## src/quad_cfg_pkg.sv

```systemverilog
// Constants for the analog quad configuration byte decoder
package quad_cfg_pkg;

  localparam int BYTE_W = 8;
  localparam int ADDR_W = 2;

  ////////////////////////////////////////////////////////////////////////////
  // Byte indices on the analog configuration port
  localparam logic [1:0] VOLTAGE_IDX = 2'h0;
  localparam logic [1:0] CURRENT_IDX = 2'h1;
  localparam logic [1:0] GATE_IDX = 2'h2;
  localparam logic [1:0] THERMAL_IDX = 2'h3;

  ////////////////////////////////////////////////////////////////////////////
  // Reset values: largest range, prescaler path, switches off, power-down
  localparam logic [7:0] VOLTAGE_RST = 8'h00;
  localparam logic [7:0] CURRENT_RST = 8'h00;
  localparam logic [7:0] GATE_RST = 8'h00;
  localparam logic [7:0] THERMAL_RST = 8'h00;

  ////////////////////////////////////////////////////////////////////////////
  // Sense pad byte fields
  localparam int RANGE_LSB = 0;
  localparam int RANGE_MSB = 2;
  localparam int MUX_LSB = 3;
  localparam int MUX_MSB = 4;
  localparam int DIRECT_BIT = 5;
  localparam int POLARITY_BIT = 6;
  localparam int OPAMP_BIT = 7;
  localparam int MONITOR_SWITCH_BIT = 4;

  // Gate drive byte fields
  localparam int TEMP_MON_BIT = 0;
  localparam int GATE_CUR_LSB = 2;
  localparam int GATE_CUR_MSB = 3;
  localparam int GATE_POL_BIT = 6;
  localparam int GATE_HIGH_BIT = 7;

  ////////////////////////////////////////////////////////////////////////////
  // Converter source select codes
  typedef enum logic [1:0] {
    MUX_PRESCALER = 2'b00,
    MUX_DIRECT = 2'b01,
    MUX_MONITOR = 2'b10,
    MUX_INVALID = 2'b11
  } mux_sel_e;

  // Low-drive gate current codes
  typedef enum logic [1:0] {
    GATE_1UA = 2'b00,
    GATE_3UA = 2'b01,
    GATE_10UA = 2'b10,
    GATE_30UA = 2'b11
  } gate_current_e;

  // Largest and smallest prescaler ranges
  localparam logic [2:0] RANGE_LARGEST = 3'b000;
  localparam logic [2:0] RANGE_SMALLEST = 3'b111;
  // Only ranges usable by the temperature monitor prescaler
  localparam logic [2:0] THERMAL_RANGE_A = 3'b000;
  localparam logic [2:0] THERMAL_RANGE_B = 3'b010;

endpackage

```

## src/sense_pad_decode.sv

```systemverilog
// Registered field decoder for one voltage, current or temperature sense pad
module sense_pad_decode
  import quad_cfg_pkg::*;
(
  input wire logic clk,
  input wire logic resetn,
  input wire logic [7:0] cfg_byte,
  output logic [2:0] range_sel,
  output logic src_prescaler,
  output logic src_direct,
  output logic src_monitor,
  output logic src_invalid,
  output logic direct_switch,
  output logic polarity_neg,
  output logic opamp_on
);

  mux_sel_e mux_code;

  assign mux_code = mux_sel_e'(cfg_byte[MUX_MSB:MUX_LSB]);

  ////////////////////////////////////////////////////////////////////////////
  // Converter source, one-hot once out of reset (all low in reset); code 11 leaves every switch open
  always_ff @(posedge clk) begin
    if (!resetn) begin
      src_prescaler <= 1'b0;
      src_direct <= 1'b0;
      src_monitor <= 1'b0;
      src_invalid <= 1'b0;
    end else begin
      src_prescaler <= (mux_code == MUX_PRESCALER);
      src_direct <= (mux_code == MUX_DIRECT);
      src_monitor <= (mux_code == MUX_MONITOR);
      src_invalid <= (mux_code == MUX_INVALID);
    end
  end

  ////////////////////////////////////////////////////////////////////////////
  // Analog front end controls
  always_ff @(posedge clk) begin
    if (!resetn) begin
      range_sel <= RANGE_LARGEST;
      direct_switch <= 1'b0;
      polarity_neg <= 1'b0;
      opamp_on <= 1'b0;
    end else begin
      range_sel <= cfg_byte[RANGE_MSB:RANGE_LSB];
      direct_switch <= cfg_byte[DIRECT_BIT];
      polarity_neg <= cfg_byte[POLARITY_BIT];
      opamp_on <= cfg_byte[OPAMP_BIT];
    end
  end

endmodule

```

## src/analog_quad_config_decode.sv

```systemverilog
// Analog quad configuration bytes and their decode into analog control lines
module analog_quad_config_decode
  import quad_cfg_pkg::*;
#(
  parameter int CFG_BYTE_W = 8
)
(
  input wire logic clk,
  input wire logic resetn,
  input wire logic cfg_wen,
  input wire logic [1:0] cfg_addr,
  input wire logic [7:0] cfg_wdata,
  output logic [7:0] cfg_rdata,
  output logic cfg_wack,
  input wire logic gate_driver_on,
  output logic [2:0] voltage_sense_pad_range,
  output logic voltage_sense_pad_src_prescaler,
  output logic voltage_sense_pad_src_direct,
  output logic voltage_sense_pad_src_monitor,
  output logic voltage_sense_pad_src_invalid,
  output logic voltage_sense_pad_direct_switch,
  output logic voltage_sense_pad_polarity_neg,
  output logic voltage_sense_pad_opamp_on,
  output logic voltage_sense_pad_monitor_switch,
  output logic [2:0] current_sense_pad_range,
  output logic current_sense_pad_src_prescaler,
  output logic current_sense_pad_src_direct,
  output logic current_sense_pad_src_monitor,
  output logic current_sense_pad_src_invalid,
  output logic current_sense_pad_direct_switch,
  output logic current_sense_pad_polarity_neg,
  output logic current_sense_pad_opamp_on,
  output logic [2:0] thermal_sense_pad_range,
  output logic thermal_sense_pad_src_prescaler,
  output logic thermal_sense_pad_src_direct,
  output logic thermal_sense_pad_src_monitor,
  output logic thermal_sense_pad_src_invalid,
  output logic thermal_sense_pad_direct_switch,
  output logic thermal_sense_pad_polarity_neg,
  output logic thermal_sense_pad_opamp_on,
  output logic [1:0] gate_drive_pad_current_sel,
  output logic gate_drive_pad_polarity_neg,
  output logic gate_drive_pad_low_on,
  output logic gate_drive_pad_high_on,
  output logic chip_temp_monitor_enable,
  output logic thermal_cfg_error
);

  ////////////////////////////////////////////////////////////////////////////
  // Only byte-wide bytes are decoded
  if (CFG_BYTE_W != BYTE_W) begin : g_width_check
    $error("CFG_BYTE_W must be 8");
  end

  logic [7:0] voltage_pad_config_r;
  logic [7:0] current_pad_config_r;
  logic [7:0] gate_drive_pad_config_r;
  logic [7:0] temperature_pad_config_r;
  logic [7:0] rdata_nxt;
  logic thermal_bad_range;
  gate_current_e gate_current_nxt;

  ////////////////////////////////////////////////////////////////////////////
  // Configuration byte store
  always_ff @(posedge clk) begin
    if (!resetn) begin
      voltage_pad_config_r <= VOLTAGE_RST;
      current_pad_config_r <= CURRENT_RST;
      gate_drive_pad_config_r <= GATE_RST;
      temperature_pad_config_r <= THERMAL_RST;
    end else if (cfg_wen) begin
      case (cfg_addr)
        VOLTAGE_IDX: begin
          voltage_pad_config_r <= cfg_wdata;
        end
        CURRENT_IDX: begin
          current_pad_config_r <= cfg_wdata;
        end
        GATE_IDX: begin
          gate_drive_pad_config_r <= cfg_wdata;
        end
        THERMAL_IDX: begin
          temperature_pad_config_r <= cfg_wdata;
        end
        default: begin
          voltage_pad_config_r <= voltage_pad_config_r;
        end
      endcase
    end
  end

  ////////////////////////////////////////////////////////////////////////////
  // Read-back of the addressed byte, spare bits returned as written
  always_comb begin
    case (cfg_addr)
      VOLTAGE_IDX: rdata_nxt = voltage_pad_config_r;
      CURRENT_IDX: rdata_nxt = current_pad_config_r;
      GATE_IDX: rdata_nxt = gate_drive_pad_config_r;
      THERMAL_IDX: rdata_nxt = temperature_pad_config_r;
      default: rdata_nxt = 8'h00;
    endcase
  end

  always_ff @(posedge clk) begin
    if (!resetn) begin
      cfg_rdata <= 8'h00;
      cfg_wack <= 1'b0;
    end else begin
      cfg_rdata <= rdata_nxt;
      cfg_wack <= cfg_wen;
    end
  end

  ////////////////////////////////////////////////////////////////////////////
  // Sense pad decoders
  sense_pad_decode u_voltage (
    .clk(clk),
    .resetn(resetn),
    .cfg_byte(voltage_pad_config_r),
    .range_sel(voltage_sense_pad_range),
    .src_prescaler(voltage_sense_pad_src_prescaler),
    .src_direct(voltage_sense_pad_src_direct),
    .src_monitor(voltage_sense_pad_src_monitor),
    .src_invalid(voltage_sense_pad_src_invalid),
    .direct_switch(voltage_sense_pad_direct_switch),
    .polarity_neg(voltage_sense_pad_polarity_neg),
    .opamp_on(voltage_sense_pad_opamp_on)
  );

  sense_pad_decode u_current (
    .clk(clk),
    .resetn(resetn),
    .cfg_byte(current_pad_config_r),
    .range_sel(current_sense_pad_range),
    .src_prescaler(current_sense_pad_src_prescaler),
    .src_direct(current_sense_pad_src_direct),
    .src_monitor(current_sense_pad_src_monitor),
    .src_invalid(current_sense_pad_src_invalid),
    .direct_switch(current_sense_pad_direct_switch),
    .polarity_neg(current_sense_pad_polarity_neg),
    .opamp_on(current_sense_pad_opamp_on)
  );

  // Polarity is passed through; a negative setting is flagged, not masked
  sense_pad_decode u_thermal (
    .clk(clk),
    .resetn(resetn),
    .cfg_byte(temperature_pad_config_r),
    .range_sel(thermal_sense_pad_range),
    .src_prescaler(thermal_sense_pad_src_prescaler),
    .src_direct(thermal_sense_pad_src_direct),
    .src_monitor(thermal_sense_pad_src_monitor),
    .src_invalid(thermal_sense_pad_src_invalid),
    .direct_switch(thermal_sense_pad_direct_switch),
    .polarity_neg(thermal_sense_pad_polarity_neg),
    .opamp_on(thermal_sense_pad_opamp_on)
  );

  ////////////////////////////////////////////////////////////////////////////
  // Current monitor input switch shares bit 4 with the source field
  always_ff @(posedge clk) begin
    if (!resetn) begin
      voltage_sense_pad_monitor_switch <= 1'b0;
    end else begin
      voltage_sense_pad_monitor_switch <= voltage_pad_config_r[MONITOR_SWITCH_BIT];
    end
  end

  ////////////////////////////////////////////////////////////////////////////
  // Gate driver
  assign gate_current_nxt = gate_current_e'(gate_drive_pad_config_r[GATE_CUR_MSB:GATE_CUR_LSB]);

  always_ff @(posedge clk) begin
    if (!resetn) begin
      gate_drive_pad_current_sel <= GATE_1UA;
      gate_drive_pad_polarity_neg <= 1'b0;
    end else begin
      gate_drive_pad_current_sel <= gate_current_nxt;
      gate_drive_pad_polarity_neg <= gate_drive_pad_config_r[GATE_POL_BIT];
    end
  end

  // gate_driver_on is a level, sampled each edge
  always_ff @(posedge clk) begin
    if (!resetn) begin
      gate_drive_pad_low_on <= 1'b0;
      gate_drive_pad_high_on <= 1'b0;
    end else begin
      gate_drive_pad_low_on <= gate_driver_on & ~gate_drive_pad_config_r[GATE_HIGH_BIT];
      gate_drive_pad_high_on <= gate_driver_on & gate_drive_pad_config_r[GATE_HIGH_BIT];
    end
  end

  ////////////////////////////////////////////////////////////////////////////
  // Temperature monitor enable for this quad only; the chip needs all quads
  always_ff @(posedge clk) begin
    if (!resetn) begin
      chip_temp_monitor_enable <= 1'b0;
    end else begin
      chip_temp_monitor_enable <= gate_drive_pad_config_r[TEMP_MON_BIT];
    end
  end

  ////////////////////////////////////////////////////////////////////////////
  // Flag settings software must avoid on the temperature pad
  assign thermal_bad_range =
    (temperature_pad_config_r[RANGE_MSB:RANGE_LSB] != THERMAL_RANGE_A) &&
    (temperature_pad_config_r[RANGE_MSB:RANGE_LSB] != THERMAL_RANGE_B);

  always_ff @(posedge clk) begin
    if (!resetn) begin
      thermal_cfg_error <= 1'b0;
    end else begin
      thermal_cfg_error <= temperature_pad_config_r[POLARITY_BIT] |
        ((temperature_pad_config_r[MUX_MSB:MUX_LSB] == MUX_MONITOR) &&
         thermal_bad_range);
    end
  end

endmodule

```

## config.mk

```make
export PLATFORM = sky130hd
export DESIGN_NAME = analog_quad_config_decode
export DESIGN_NICKNAME = d
export VERILOG_FILES = /design/src/quad_cfg_pkg.sv /design/src/sense_pad_decode.sv /design/src/analog_quad_config_decode.sv
export SDC_FILE = /design/constraint.sdc
export NUM_CORES = 1
export LEC_CHECK = 0
export BUFFER_PORTS_ARGS = -buffer_cell sky130_fd_sc_hd__buf_2
export CORE_ASPECT_RATIO = 0.75
export CORE_MARGIN = 4
export CORE_UTILIZATION = 52
export DETAILED_ROUTE_END_ITERATION = 8
export PLACE_DENSITY = 0.81
export SLEW_MARGIN = 20
export SYNTH_ARGS = -nofsm -noshare
export SYNTH_HDL_FRONTEND = slang
export SYNTH_SLANG_ARGS = --single-unit
```

## constraint.sdc

```tcl
create_clock -name clk -period 1.2 [get_ports clk]
set_input_delay 0.06 -clock clk [delete_from_list [all_inputs] [get_ports clk]]
set_output_delay 0.06 -clock clk [all_outputs]
set_load 0.01 [all_outputs]
```

Yosys cells after proc, flatten, opt, wreduce, memory -nomap -nowiden

Index checks and enable logic that the tools add are counted.

Register bits: 79
Word-level logic and storage cells: 66
Output and inout port bits: 47

Reductions and logical operators: 11
Equal/unequal tests: 13
Mux-type cells: 1
Bitwise logic cells: 4

Operators with widths:

| kind               | count |
|---|---|
| $pmux 8 s4         | 1 |
| $eq 2x2->1 const B | 8 |
| $eq 2x1->1 const B | 4 |
| $logic_not 2->1    | 4 |
| $reduce_and 2->1   | 4 |
| $ne 3x2->1 const B | 1 |
| $reduce_bool 3->1  | 1 |
| $and 1x1->1        | 2 |
| $logic_and 1x1->1  | 2 |
| $not 1->1          | 1 |
| $or 1x1->1         | 1 |

Logic depth before layout (Yosys ltp)

Gate-level depths: netlist of the first run.

Word-level depth: 4
Depth in mapped cells: 4
Mapped depth without buffers: 2

Cells and area by module

Synthesis of the first run repeated with hierarchy kept, for this count alone.

Cell total of the unflattened synthesis: 236
Area, all modules: 2618.8 um2

Modules (own cells, without submodules):

| module                    | sequential area each (um2) | area each (um2) | cells each | instances |
|---|---|---|---|---|
| analog_quad_config_decode | 980.9                      | 1766.7          | 176        | 1 |
| sense_pad_decode          | 200.2                      | 284.0           | 20         | 3 |

Worst setup path after synthesis of the first run

Ideal clock, no wire load.

Path kind: reg2reg
Start point: reg temperature_pad_config_r[0]
End point: reg thermal_cfg_error
Buffers on the path: 0
Cell stages (with the launch flop): 3
Path slack: 0.329 ns
Library setup time: 0.117 ns
Arrival: 0.754 ns
Cells stage by stage: dfxtp_1 -> or2_2 -> a22o_1

Cells in the longest elaborated chain, start to end: 4
Elaborated cells on any way between the ends: 5

Ends and longest elaborated chain:

| what                                                   | line                                                               | source |
|---|---|---|
| from (decl)                                            | analog_quad_config_decode.sv:58                                    | `logic [7:0] temperature_pad_config_r;` |
| from (signal assigned)                                 | analog_quad_config_decode.sv:83                                    | `temperature_pad_config_r <= cfg_wdata;` |
| $ne 3x2->1 / $reduce_bool 3->1 (equally long branches) | analog_quad_config_decode.sv:208, analog_quad_config_decode.sv:207 |  |
| $logic_and 1x1->1 (*)                                  | analog_quad_config_decode.sv:207                                   | `(temperature_pad_config_r[RANGE_MSB:RANGE_LSB] != THERMAL_RANGE_A) &&` |
| $logic_and 1x1->1 (*)                                  | analog_quad_config_decode.sv:215                                   | `((temperature_pad_config_r[MUX_MSB:MUX_LSB] == MUX_MONITOR) &&` |
| $or 1x1->1 (*)                                         | analog_quad_config_decode.sv:214                                   | `thermal_cfg_error <= temperature_pad_config_r[POLARITY_BIT] \|` |
| to (signal assigned)                                   | analog_quad_config_decode.sv:214                                   |  |
| to (decl)                                              | analog_quad_config_decode.sv:46                                    | `output logic thermal_cfg_error` |

Mark *: on every way between the ends. The rest lies on a longest branch, timed or not.
A chain may end at the register's enable or synchronous reset.

Worst setup path after layout of the first run

Same ends and word-level chain as after synthesis.

==> out/metrics.yaml, run 1 <==
clock_latency_ns: 0.35
vias: 1782
routed_via_density: 4.84
core_mm2: 0.00490
tns_ns: 0
place_hpwl_um: 3710
setup_viol: 0
synthDistinctLibCells: 20
ys_top_cells_by_count: "dfxtp_1 (79), mux2i_1 (48), nand2_1 (42)"
report.final.slew_viol_count: 0
power_frac_clock: 0.384
fillerInstances: 408
fp.dieW_um: 90.4
syn-num-nets: 248
slew_headroom: 0.738
tightest_slew_ns: 0.393
grt_max_degree: 22
ir_drop_mv: 0.867
leakage_uw: 0.00179
synth_edf_count: 0
yosysMostFrequentCell: "dfxtp_1"
synth-main-ff-cell: "dfxtp_1"
antenna_found_initial: 0
timing.rr.end: "thermal_cfg_error"
hold_violations: 0
synth-seq-area-share: 0.597
critPathMaxFanout: 3
internal_power_uw: 3800
cts_made_buffers: 9
grt_setup_unrepaired: "no"
status: "finished, final reports clean"
netlist_area_mm2: 0.00265
synthTopCellsByArea: "dfxtp_1 (60%), mux2i_1 (18%), nand2_1 (6.0%)"
globalRouteOverflowTotal: 0
cp-end-kind: "flip-flop"
pre_cts_ws_ns: 0.173
cts_tree: "done"
worstHoldStart: "cfg_wen"
synth-seq-cells: 79
reg2reg_depth: 2
p_comb_frac: 0.064
async_reset_ff_frac: 0
routedWlPerCell_um: 14.2
clock_skew_ns: 0.00561
worstSetupStartpoint: "temperature_pad_config_r[0]"
clock_path_buffers: 2
grt_pass1_wl_um: 8600
grtUsageTotal: 0.176
required_ns: 1.44
synth_warnings: 0
drt-initial-drc-count: 66
htreeDepth: 3
num_io_pins: 61
r2r_slack_ns: 0.29
num_antenna_cells: 0
crit_arrival_ns: 1.15
nets: 317
grt_pass1_vias: 1795
netlist_instances: 234
power.switching_uw: 1150
start_util: 0.541
fp-row-count: 22
drc: 0
io_buffers: 60
period_needed_ns: 0.912
area_growth_pct: 20.0
power_frac_seq: 0.552
fin_ws_ns: 0.288
yosysTopAreaCell: "dfxtp_1"
clkSlewWorstSetupHoldPaths_ns: 0.08
hold_path.class: "in2reg"
endpoint: "thermal_cfg_error"
finalCritPeriodShare: 0.760
finalPower_uw: 4950
powerDensity_mw_per_mm2: 1560
synth_top_area_share: 0.597
startpoint_type: "flip-flop"
dr.pass1.iters: 4
switching_share: 0.233
detail-route-antenna-nets: 0
drt-total-wl_um: 5220
gp_congestion: 0.790
drive_gt1_frac: 0.286
cap_violations: 0
syn_area_per_cell_um2: 11.3
dieArea_mm2: 0.00631
final_core_util: 0.649
r2r-start: "temperature_pad_config_r[0]"
cts_sinks: 79
crit_type: "reg2reg"
cts_root_buffer: "clkbuf_8"
postCtsSetupBuffers: 0
timing.fmax_mhz: 1100
die_height_um: 69.8
==> worst max-delay path: stages (launching register included) <==
cell and delay [ns]:
dfxtp_1 0.33, or2_2 0.29, a22o_1 0.19
==> timing repair <==
| item | in CTS | in global routing |
|---|---|---|
| hold endpoints to repair | 2 | 0 |
| hold buffers | 1 | 0 |
| gates resized for setup | 0 | 0 |
==> kinds of logic after synthesis <==
| family | Yosys count | share of synthesized area |
|---|---|---|
| compound gates | 9 | 0.0222 |
| buf+inv | 35 | 0.0822 |
| flops | 79 | 0.597 |
| mux | 48 | 0.181 |
| simple gates | 63 | 0.117 |
==> cells in the final DEF (no fill, tap or decap), types with 2 or more instances in the layout <==
| cell type | synthesis | routed |
|---|---|---|
| o22ai_1 | 8 | 8 |
| clkinvlp_4 | 0 | 2 |
| dfxtp_1 | 79 | 79 |
| inv_1 | 23 | 23 |
| nand2_1 | 42 | 42 |
| mux2i_1 | 48 | 48 |
| and3b_1 | 3 | 3 |
| clkinv_2 | 0 | 2 |
| buf_4 | 0 | 8 |
| nor3b_1 | 3 | 3 |
| buf_2 | 1 | 60 |
| and3_1 | 4 | 4 |
| nand3b_1 | 2 | 2 |
| clkbuf_8 | 0 | 9 |
| nor2_1 | 4 | 4 |
==> area by class of cell <==
cell class	instances	area, um2	share of cell area
sequential	79	1580	0.497
tap	60	75.1	0.0236
inverter	23	86.3	0.0272
clock buffer	9	124	0.0390
multi-input combinational	120	850	0.267
clock inverter	7	72.6	0.0228
timing repair buffer	70	390	0.123
==> how the worst min path moves through the flow <==
stage | endpoint | cells after the start
6_report | cfg_wack | 2
4_1_cts | cfg_wack | 2
5_1_grt | cfg_wack | 2
3_3_place_gp | gate_drive_pad_low_on | 3
2_1_floorplan | gate_drive_pad_low_on | 2
3_5_place_dp | gate_drive_pad_low_on | 3
==> power groups by stage <==
| stage | Combinational [uW] | Sequential (uW) | Clock, uW |
|---|---|---|---|
| floorplan | 198 | 2810 | 0 |
| global placement | 306 | 2790 | 0 |
| detailed placement | 312 | 2790 | 0 |
| CTS | 317 | 2730 | 1950 |
| global route | 343 | 2740 | 2040 |
| finish | 315 | 2730 | 1900 |
==> stage by stage <==
step	std cells	hold slack, ns	instance area (um2)
after floorplan	234	0.174	2650
after global placement	351	0.290	2970
after detailed placement	351	0.294	2970
after CTS	368	0.0322	3180
after global routing	368	0.0422	3180
final	368	0.0412	3180
==> registers in the layout, indices dropped and copies added, names as in the netlist, 2 cells and up <==
register	count
current_pad_config_r	8
voltage_pad_config_r	8
gate_drive_pad_config_r	8
u_thermal.range_sel	3
cfg_rdata	8
u_current.range_sel	3
temperature_pad_config_r	8
gate_drive_pad_current_sel	2
u_voltage.range_sel	3
==> metal layers <==
layer / GRT usage / up-vias / routed length, um
li1: - / 901 / -
met1: 0.220 / 822 / 2500
met2: 0.267 / 51 / 2380
met3: 0.0705 / 8 / 286
met4: 0.0781 / 0 / 55
met5: 0 / - / 0
No activity file was read; power rests on OpenSTA's default activity.
==> inputs of run 2 (changes only) <==
--- a/config.mk
+++ b/config.mk
@@ -8,9 +8,9 @@
 export BUFFER_PORTS_ARGS = -buffer_cell sky130_fd_sc_hd__buf_2
 export CORE_ASPECT_RATIO = 0.75
 export CORE_MARGIN = 4
-export CORE_UTILIZATION = 52
+export CORE_UTILIZATION = 47
 export DETAILED_ROUTE_END_ITERATION = 8
-export PLACE_DENSITY = 0.81
+export PLACE_DENSITY = 0.78
 export SLEW_MARGIN = 20
 export SYNTH_ARGS = -nofsm -noshare
 export SYNTH_HDL_FRONTEND = slang
==> constraint.sdc (replaced) <==
create_clock -name clk -period 0.8 [get_ports clk]
set_input_delay 0.04 -clock clk [delete_from_list [all_inputs] [get_ports clk]]
set_output_delay 0.04 -clock clk [all_outputs]
set_load 0.01 [all_outputs]
==> run 2 against run 1 <==
Effect of this change: final cell count increased by 6.5%; final area increased by 7.6%; critical path type unchanged; the flow now finishes with violations (setup timing); power increased by 50%; register-to-register slack got worse by 0.33 ns; clock skew increased by 0.0019 ns; core utilization decreased by 1.7 points; sequential share of layout area decreased by 2.7 points; global-route usage decreased by 0.71 points; worst hold slack got worse by 0.028 ns.
==> out/metrics.yaml, run 2 (same netlist as run 1, synthesis figures left out) <==
status: "finished, violations left"
failed_checks: "setup timing"
finalCritPeriodShare: 1.06  # +0.298
mostFrequentLayoutCells: "dfxtp_1 (58), mux2i_1 (48), nand2_1 (42), buf_2 (42), inv_1 (23)"
grtUsageTotal: 0.168  # -0.00714
setup_viol: 48  # +48
dr.pass1.iters: 4  # unchanged
r2r_slack_ns: -0.05  # -0.33 ns
globalRouteOverflowTotal: 0  # unchanged
crit_family: "flip-flops"
fin_ws_ns: -0.0465  # -0.334 ns
hold_violations: 0  # unchanged
r2r-start: "temperature_pad_config_r[2]"
tightest_slew_ns: 0.419  # +0.0259 ns
dieArea_mm2: 0.00691  # +9.5%
critPathMaxFanout: 2  # -1
grt_pass1_wl_um: 8570  # -0.33%
final_common_cell: "dfxtp_1"
vias: 1791  # +0.51%
timing.fmax_mhz: 1180  # +7.8%
required_ns: 1.05  # -0.39 ns
cap_violations: 0  # unchanged
leakage_uw: 0.00186  # +4.0%
grt_max_degree: 18  # -18%
whs_path_depth: 2  # unchanged
ir_drop_mv: 1.21  # +39%
fp-row-count: 23  # +4.5%
slew_headroom: 0.721  # -0.0172
die_height_um: 73.0  # +4.6%
report.final.slew_viol_count: 0  # unchanged
detail-route-antenna-nets: 0  # unchanged
reg2reg_depth: 2  # unchanged
drive_gt1_frac: 0.372  # +0.0865
start_util: 0.490  # -0.0510
cts_made_buffers: 9  # unchanged
core_mm2: 0.00541  # +10%
powerDensity_mw_per_mm2: 2170  # +40%
slowest_stage: "dfxtp_2"
htreeDepth: 3  # unchanged
clkSlewWorstSetupHoldPaths_ns: 0.08  # about the same
routed_via_density: 4.57  # -5.6%
area_growth_pct: 29.1
cp-end-kind: "flip-flop"
seq_area_mm2: 0.00161  # +1.7%
period_needed_ns: 0.847  # -0.0658 ns
drt-initial-drc-count: 84  # +27%
place_hpwl_um: 3640  # -1.7%
num_antenna_cells: 0  # unchanged
fp.dieW_um: 94.7  # +4.7%
multi_input_area_um2: 857  # +0.88%
timing.critical_path.cells: "or2_4, a22o_1"
final_cell_area_mm2: 0.00342  # +7.6%
placed_area_mm2: 0.00304  # +2.3%
clock_path_buffers: 2  # unchanged
tns_ns: -1.00  # -1.00 ns
grt_pass1_vias: 1792  # -0.17%
timing.rr.end: "thermal_cfg_error"
cts_tree: "done"
num_io_pins: 61  # unchanged
hold-worst-slack_ns: 0.0133  # -0.0279 ns
cts_sinks: 79  # unchanged
critical_path_buf_inv_count: 0  # unchanged
max_stage_delay_ns: 0.33  # about the same
clock_skew_ns: 0.00751  # +0.00190 ns
nets: 326  # +2.8%
crit_arrival_ns: 1.09  # -0.06 ns
fillerInstances: 455  # +12%
worstHoldStart: "cfg_wen"
crit_type: "reg2reg"
io_buffers: 60  # unchanged
routedWlPerCell_um: 13.6  # -4.3%
grt_setup_unrepaired: "yes"
drc: 0  # unchanged
cts_root_buffer: "clkbuf_8"
hold_path.class: "in2reg"
hold_path_end: "cfg_wack"
clock_latency_ns: 0.35  # about the same
startpoint_type: "flip-flop"
antenna_found_initial: 0  # unchanged
drt-total-wl_um: 5320  # +1.9%
gp_congestion: 0.782  # -1.0%
[run 2: what timing repair did]
| item | in CTS | in global routing |
|---|---|---|
| resized for setup | 18 | 22 |
| pin swaps | 1 | 1 |
| buffers inserted | 2 | 0 |
| endpoints found under the setup margin | 49 | 51 |
| endpoints found under the hold margin | 3 | 0 |
| hold buffers | 2 | 0 |
[run 2: metal layers]
layer | global-route usage | share of wire | vias up
li1 | - | - | 912
met1 | 0.208 | 0.48 | 821
met2 | 0.259 | 0.44 | 50
met3 | 0.0835 | 0.074 | 8
met4 | 0.0528 | 0.0075 | 0
met5 | 0 | 0 | -
[run 2: worst max-delay path by stage]
stage / from / to / slack (ns) / cells past startpoint
final: temperature_pad_config_r[2] / thermal_cfg_error / -0.05 / 2
after detailed placement: cfg_addr[1] / voltage_pad_config_r[1] / -0.08 / 4
after global routing: cfg_rdata[1] / cfg_rdata[1] / -0.08 / 1
after floorplan: temperature_pad_config_r[2] / thermal_cfg_error / -0.007 / 2
after CTS: cfg_rdata[1] / cfg_rdata[1] / -0.05 / 1
after global placement: temperature_pad_config_r[3] / thermal_cfg_error / -0.05 / 2
[run 2: worst register-to-register path, delay by kind of cell, from the launching register on]
family | cells | cell delay [ns]
flip-flops | 1 | 0.33
AO/OA/AOI/OAI | 1 | 0.18
AND/OR/NAND/NOR | 1 | 0.24
[run 2: final cells by class]
class | instances | share of cell area
Sequential cell | 79 | 0.470
Multi-Input combinational cell | 120 | 0.251
Timing Repair Buffer | 79 | 0.170
Clock buffer | 12 | 0.0483
Tap cell | 75 | 0.0274
Inverter | 23 | 0.0252
Clock inverter | 4 | 0.00842
[run 2: stage by stage]
stage               worst slack, ns  utilization  power (uW)  std cells
floorplan                  -0.00656            -        4510        234
global placement            -0.0452        0.562        4670        372
detailed placement          -0.0846        0.562        4680        372
CTS                         -0.0533        0.617        7460        392
global route                -0.0761        0.632        7710        392
finish                      -0.0465        0.632        7430        392
[run 2: where the power goes]
part / total, uW / internal, uW / switching [uW]
Combinational: 538 / 263 / 276
Sequential: 4110 / 4050 / 56.6
Clock: 2790 / 1380 / 1410
==> inputs of run 3 (changes only) <==
--- a/config.mk
+++ b/config.mk
@@ -8,9 +8,11 @@
 export BUFFER_PORTS_ARGS = -buffer_cell sky130_fd_sc_hd__buf_2
 export CORE_ASPECT_RATIO = 0.75
 export CORE_MARGIN = 4
-export CORE_UTILIZATION = 47
+export CORE_UTILIZATION = 50
+export CTS_BUF_LIST = sky130_fd_sc_hd__clkbuf_4
+export CTS_CLUSTER_DIAMETER = 60
 export DETAILED_ROUTE_END_ITERATION = 8
-export PLACE_DENSITY = 0.78
+export PLACE_DENSITY = 0.82
 export SLEW_MARGIN = 20
 export SYNTH_ARGS = -nofsm -noshare
 export SYNTH_HDL_FRONTEND = slang
==> run 3 against run 2 <==
Effect of this change: the flow still finishes with violations (setup timing); final area grew 4.1%; first-iteration DRC count grew 30%; non-clock buffer count grew 14; worst setup slack lost 0.079 ns; die area shrank 5.4%; core utilization grew 7.9 points; critical endpoint is now cfg_rdata[5]; largest cell class unchanged.
==> out/metrics.yaml, run 3 (same netlist as run 1, synthesis figures left out) <==
max_stage_delay_ns: 0.35  # +0.02 ns
detail-route-antenna-nets: 0  # unchanged
power_frac_seq: 0.566  # +0.013
fp.dieW_um: 92.0  # -2.8%
grtUsageTotal: 0.177  # +0.00804
failed_checks: "setup timing"
antenna_found_initial: 0  # unchanged
period_needed_ns: 0.926  # +0.0792 ns
clock_skew_ns: 0.0150  # +0.00745 ns
hold_violations: 0  # unchanged
cts_sinks: 79  # unchanged
power_frac_clock: 0.351  # -0.024
required_ns: 0.76  # -0.29 ns
critical_path_buf_inv_count: 1  # +1
leakage_uw: 0.00192  # +3.0%
grt_setup_unrepaired: "yes"
globalRouteOverflowTotal: 0  # unchanged
grt_max_degree: 14  # -4
crit_family: "flip-flops"
busiest_layer: "met2"
routedWlPerCell_um: 13.8  # +1.4%
grt_pass1_vias: 1867  # +4.2%
start_util: 0.529  # +0.0391
drc: 0  # unchanged
tns_ns: -4.77  # -3.76 ns
finalCritPeriodShare: 1.16  # +0.0990
drive_gt1_frac: 0.388  # +0.0156
placed_area_mm2: 0.00310  # +2.0%
switching_share: 0.228  # -0.00604
clock_path_buffers: 2  # unchanged
vias: 1916  # +7.0%
grt_pass1_wl_um: 8880  # +3.6%
io_buffers: 60  # unchanged
final_cell_area_mm2: 0.00356  # +4.1%
report.final.slew_viol_count: 0  # unchanged
tightest_slew_ns: 0.327  # -0.0923 ns
dieArea_mm2: 0.00654  # -5.4%
grt_use_met3: 0.0861  # +0.00257
fin_ws_ns: -0.126  # -0.0792 ns
internal_power_uw: 5610  # -1.4%
power.switching_uw: 1660  # -4.7%
fp-row-count: 22  # -4.3%
num_antenna_cells: 0  # unchanged
routed_via_density: 4.77  # +4.3%
drt-initial-drc-count: 109  # +30%
cap_violations: 0  # unchanged
final_core_util: 0.711  # +0.0787
area_growth_pct: 34.4
ir_drop_mv: 1.48  # +22%
dr.pass1.iters: 4  # unchanged
slew_headroom: 0.782  # +0.0615
hold_path.class: "in2reg"
setup_viol: 50  # +4.2%
startpoint_type: "flip-flop"
htreeDepth: 3  # unchanged
cts_root_buffer: "clkbuf_4"
powerDensity_mw_per_mm2: 2040  # -6.0%
status: "finished, violations left"
slowest_stage: "dfxtp_2"
grtUsageMet2: 0.268  # +0.00921
clock_latency_ns: 0.42  # +0.07 ns
nets: 340  # +4.3%
drt-total-wl_um: 5530  # +3.9%
mostFrequentLayoutCells: "dfxtp_1 (53), mux2i_1 (46), nand2_1 (42)"
timing.fmax_mhz: 1080  # -8.6%
clkSlewWorstSetupHoldPaths_ns: 0.12  # +0.04 ns
cts_tree: "done"
final_common_cell: "dfxtp_1"
p_comb_frac: 0.083  # +0.011
place_hpwl_um: 3770  # +3.4%
finalPower_uw: 7270  # -2.2%
core_mm2: 0.00501  # -7.4%
cp-end-kind: "output port"
gp_congestion: 0.785  # +0.43%
grt_use_met1: 0.229  # +0.0204
crit_type: "reg2out"
die_height_um: 71.0  # -2.7%
cts_made_buffers: 9  # unchanged
critPathMaxFanout: 1  # -1
postCtsSetupBuffers: 0  # -2
num_io_pins: 61  # unchanged
timing.critical_path.cells: "buf_6"
crit_arrival_ns: 0.89  # -0.20 ns
==> run 3: cell types whose count changed in the layout (fill, tap and decap cells not counted), sizes merged <==
cell / previous run / this run
clkinvlp: 2 / 0
buf: 77 / 82
clkbuf: 12 / 9
dlygate4sd3: 2 / 11
bufinv: 0 / 2
clkinv: 2 / 4
==> run 3: routing by layer <==
metal  share of wire  wire (um)
met3           0.063        350
met5               0          0
met1            0.45       2520
met4           0.015         81
met2            0.47       2580
==> run 3: layout make-up <==
cell class / instances / area (um2)
clock buffers: 9 / 67.6
well taps: 72 / 90.1
clock inverters: 6 / 86.3
repair buffers: 93 / 749
flip-flops and latches: 79 / 1620
multi-input cells: 120 / 865
inverters: 23 / 86.3
fillers: 368 / 1450
==> run 3: path summary, 6_finish.rpt <==
check | end | cells after the start | slack, ns | start
setup / recovery | cfg_rdata[5] | 1 | -0.13 | cfg_rdata[5]
hold / removal | temperature_pad_config_r[3] | 3 | 0.07 | cfg_wen
setup reg to reg | thermal_cfg_error | 2 | -0.06 | temperature_pad_config_r[3]
hold reg to reg | u_voltage.direct_switch | 2 | 0.45 | voltage_pad_config_r[5]
==> run 3: through the flow <==
step                cells  hold slack (ns)  setup WS, ns
finish                402           0.0688        -0.126
global route          402           0.0128        -0.219
CTS                   402           0.0330        -0.151
detailed placement    376            0.282        -0.120
global placement      376            0.260       -0.0763
floorplan             234            0.154      -0.00656
==> run 3: tightest hold or removal path, stage by stage <==
cell     delay, ns
buf_2         0.14
nand3_4       0.19
mux2i_1       0.09
==> run 3: power groups by stage <==
stage	sequential [uW]	combinational (uW)	clock, uW
final	4110	604	2550
after global routing	4130	653	2850
after CTS	4110	581	2600
after detailed placement	4190	518	0
after global placement	4190	509	0
after floorplan	4210	299	0
==> run 3: timing repair <==
| action | in CTS | in global routing |
|---|---|---|
| pin swaps | 3 | 1 |
| setup endpoints to repair | 50 | 53 |
| resized for setup | 22 | 31 |
| hold buffers | 11 | 0 |
| hold endpoints to repair | 35 | 0 |
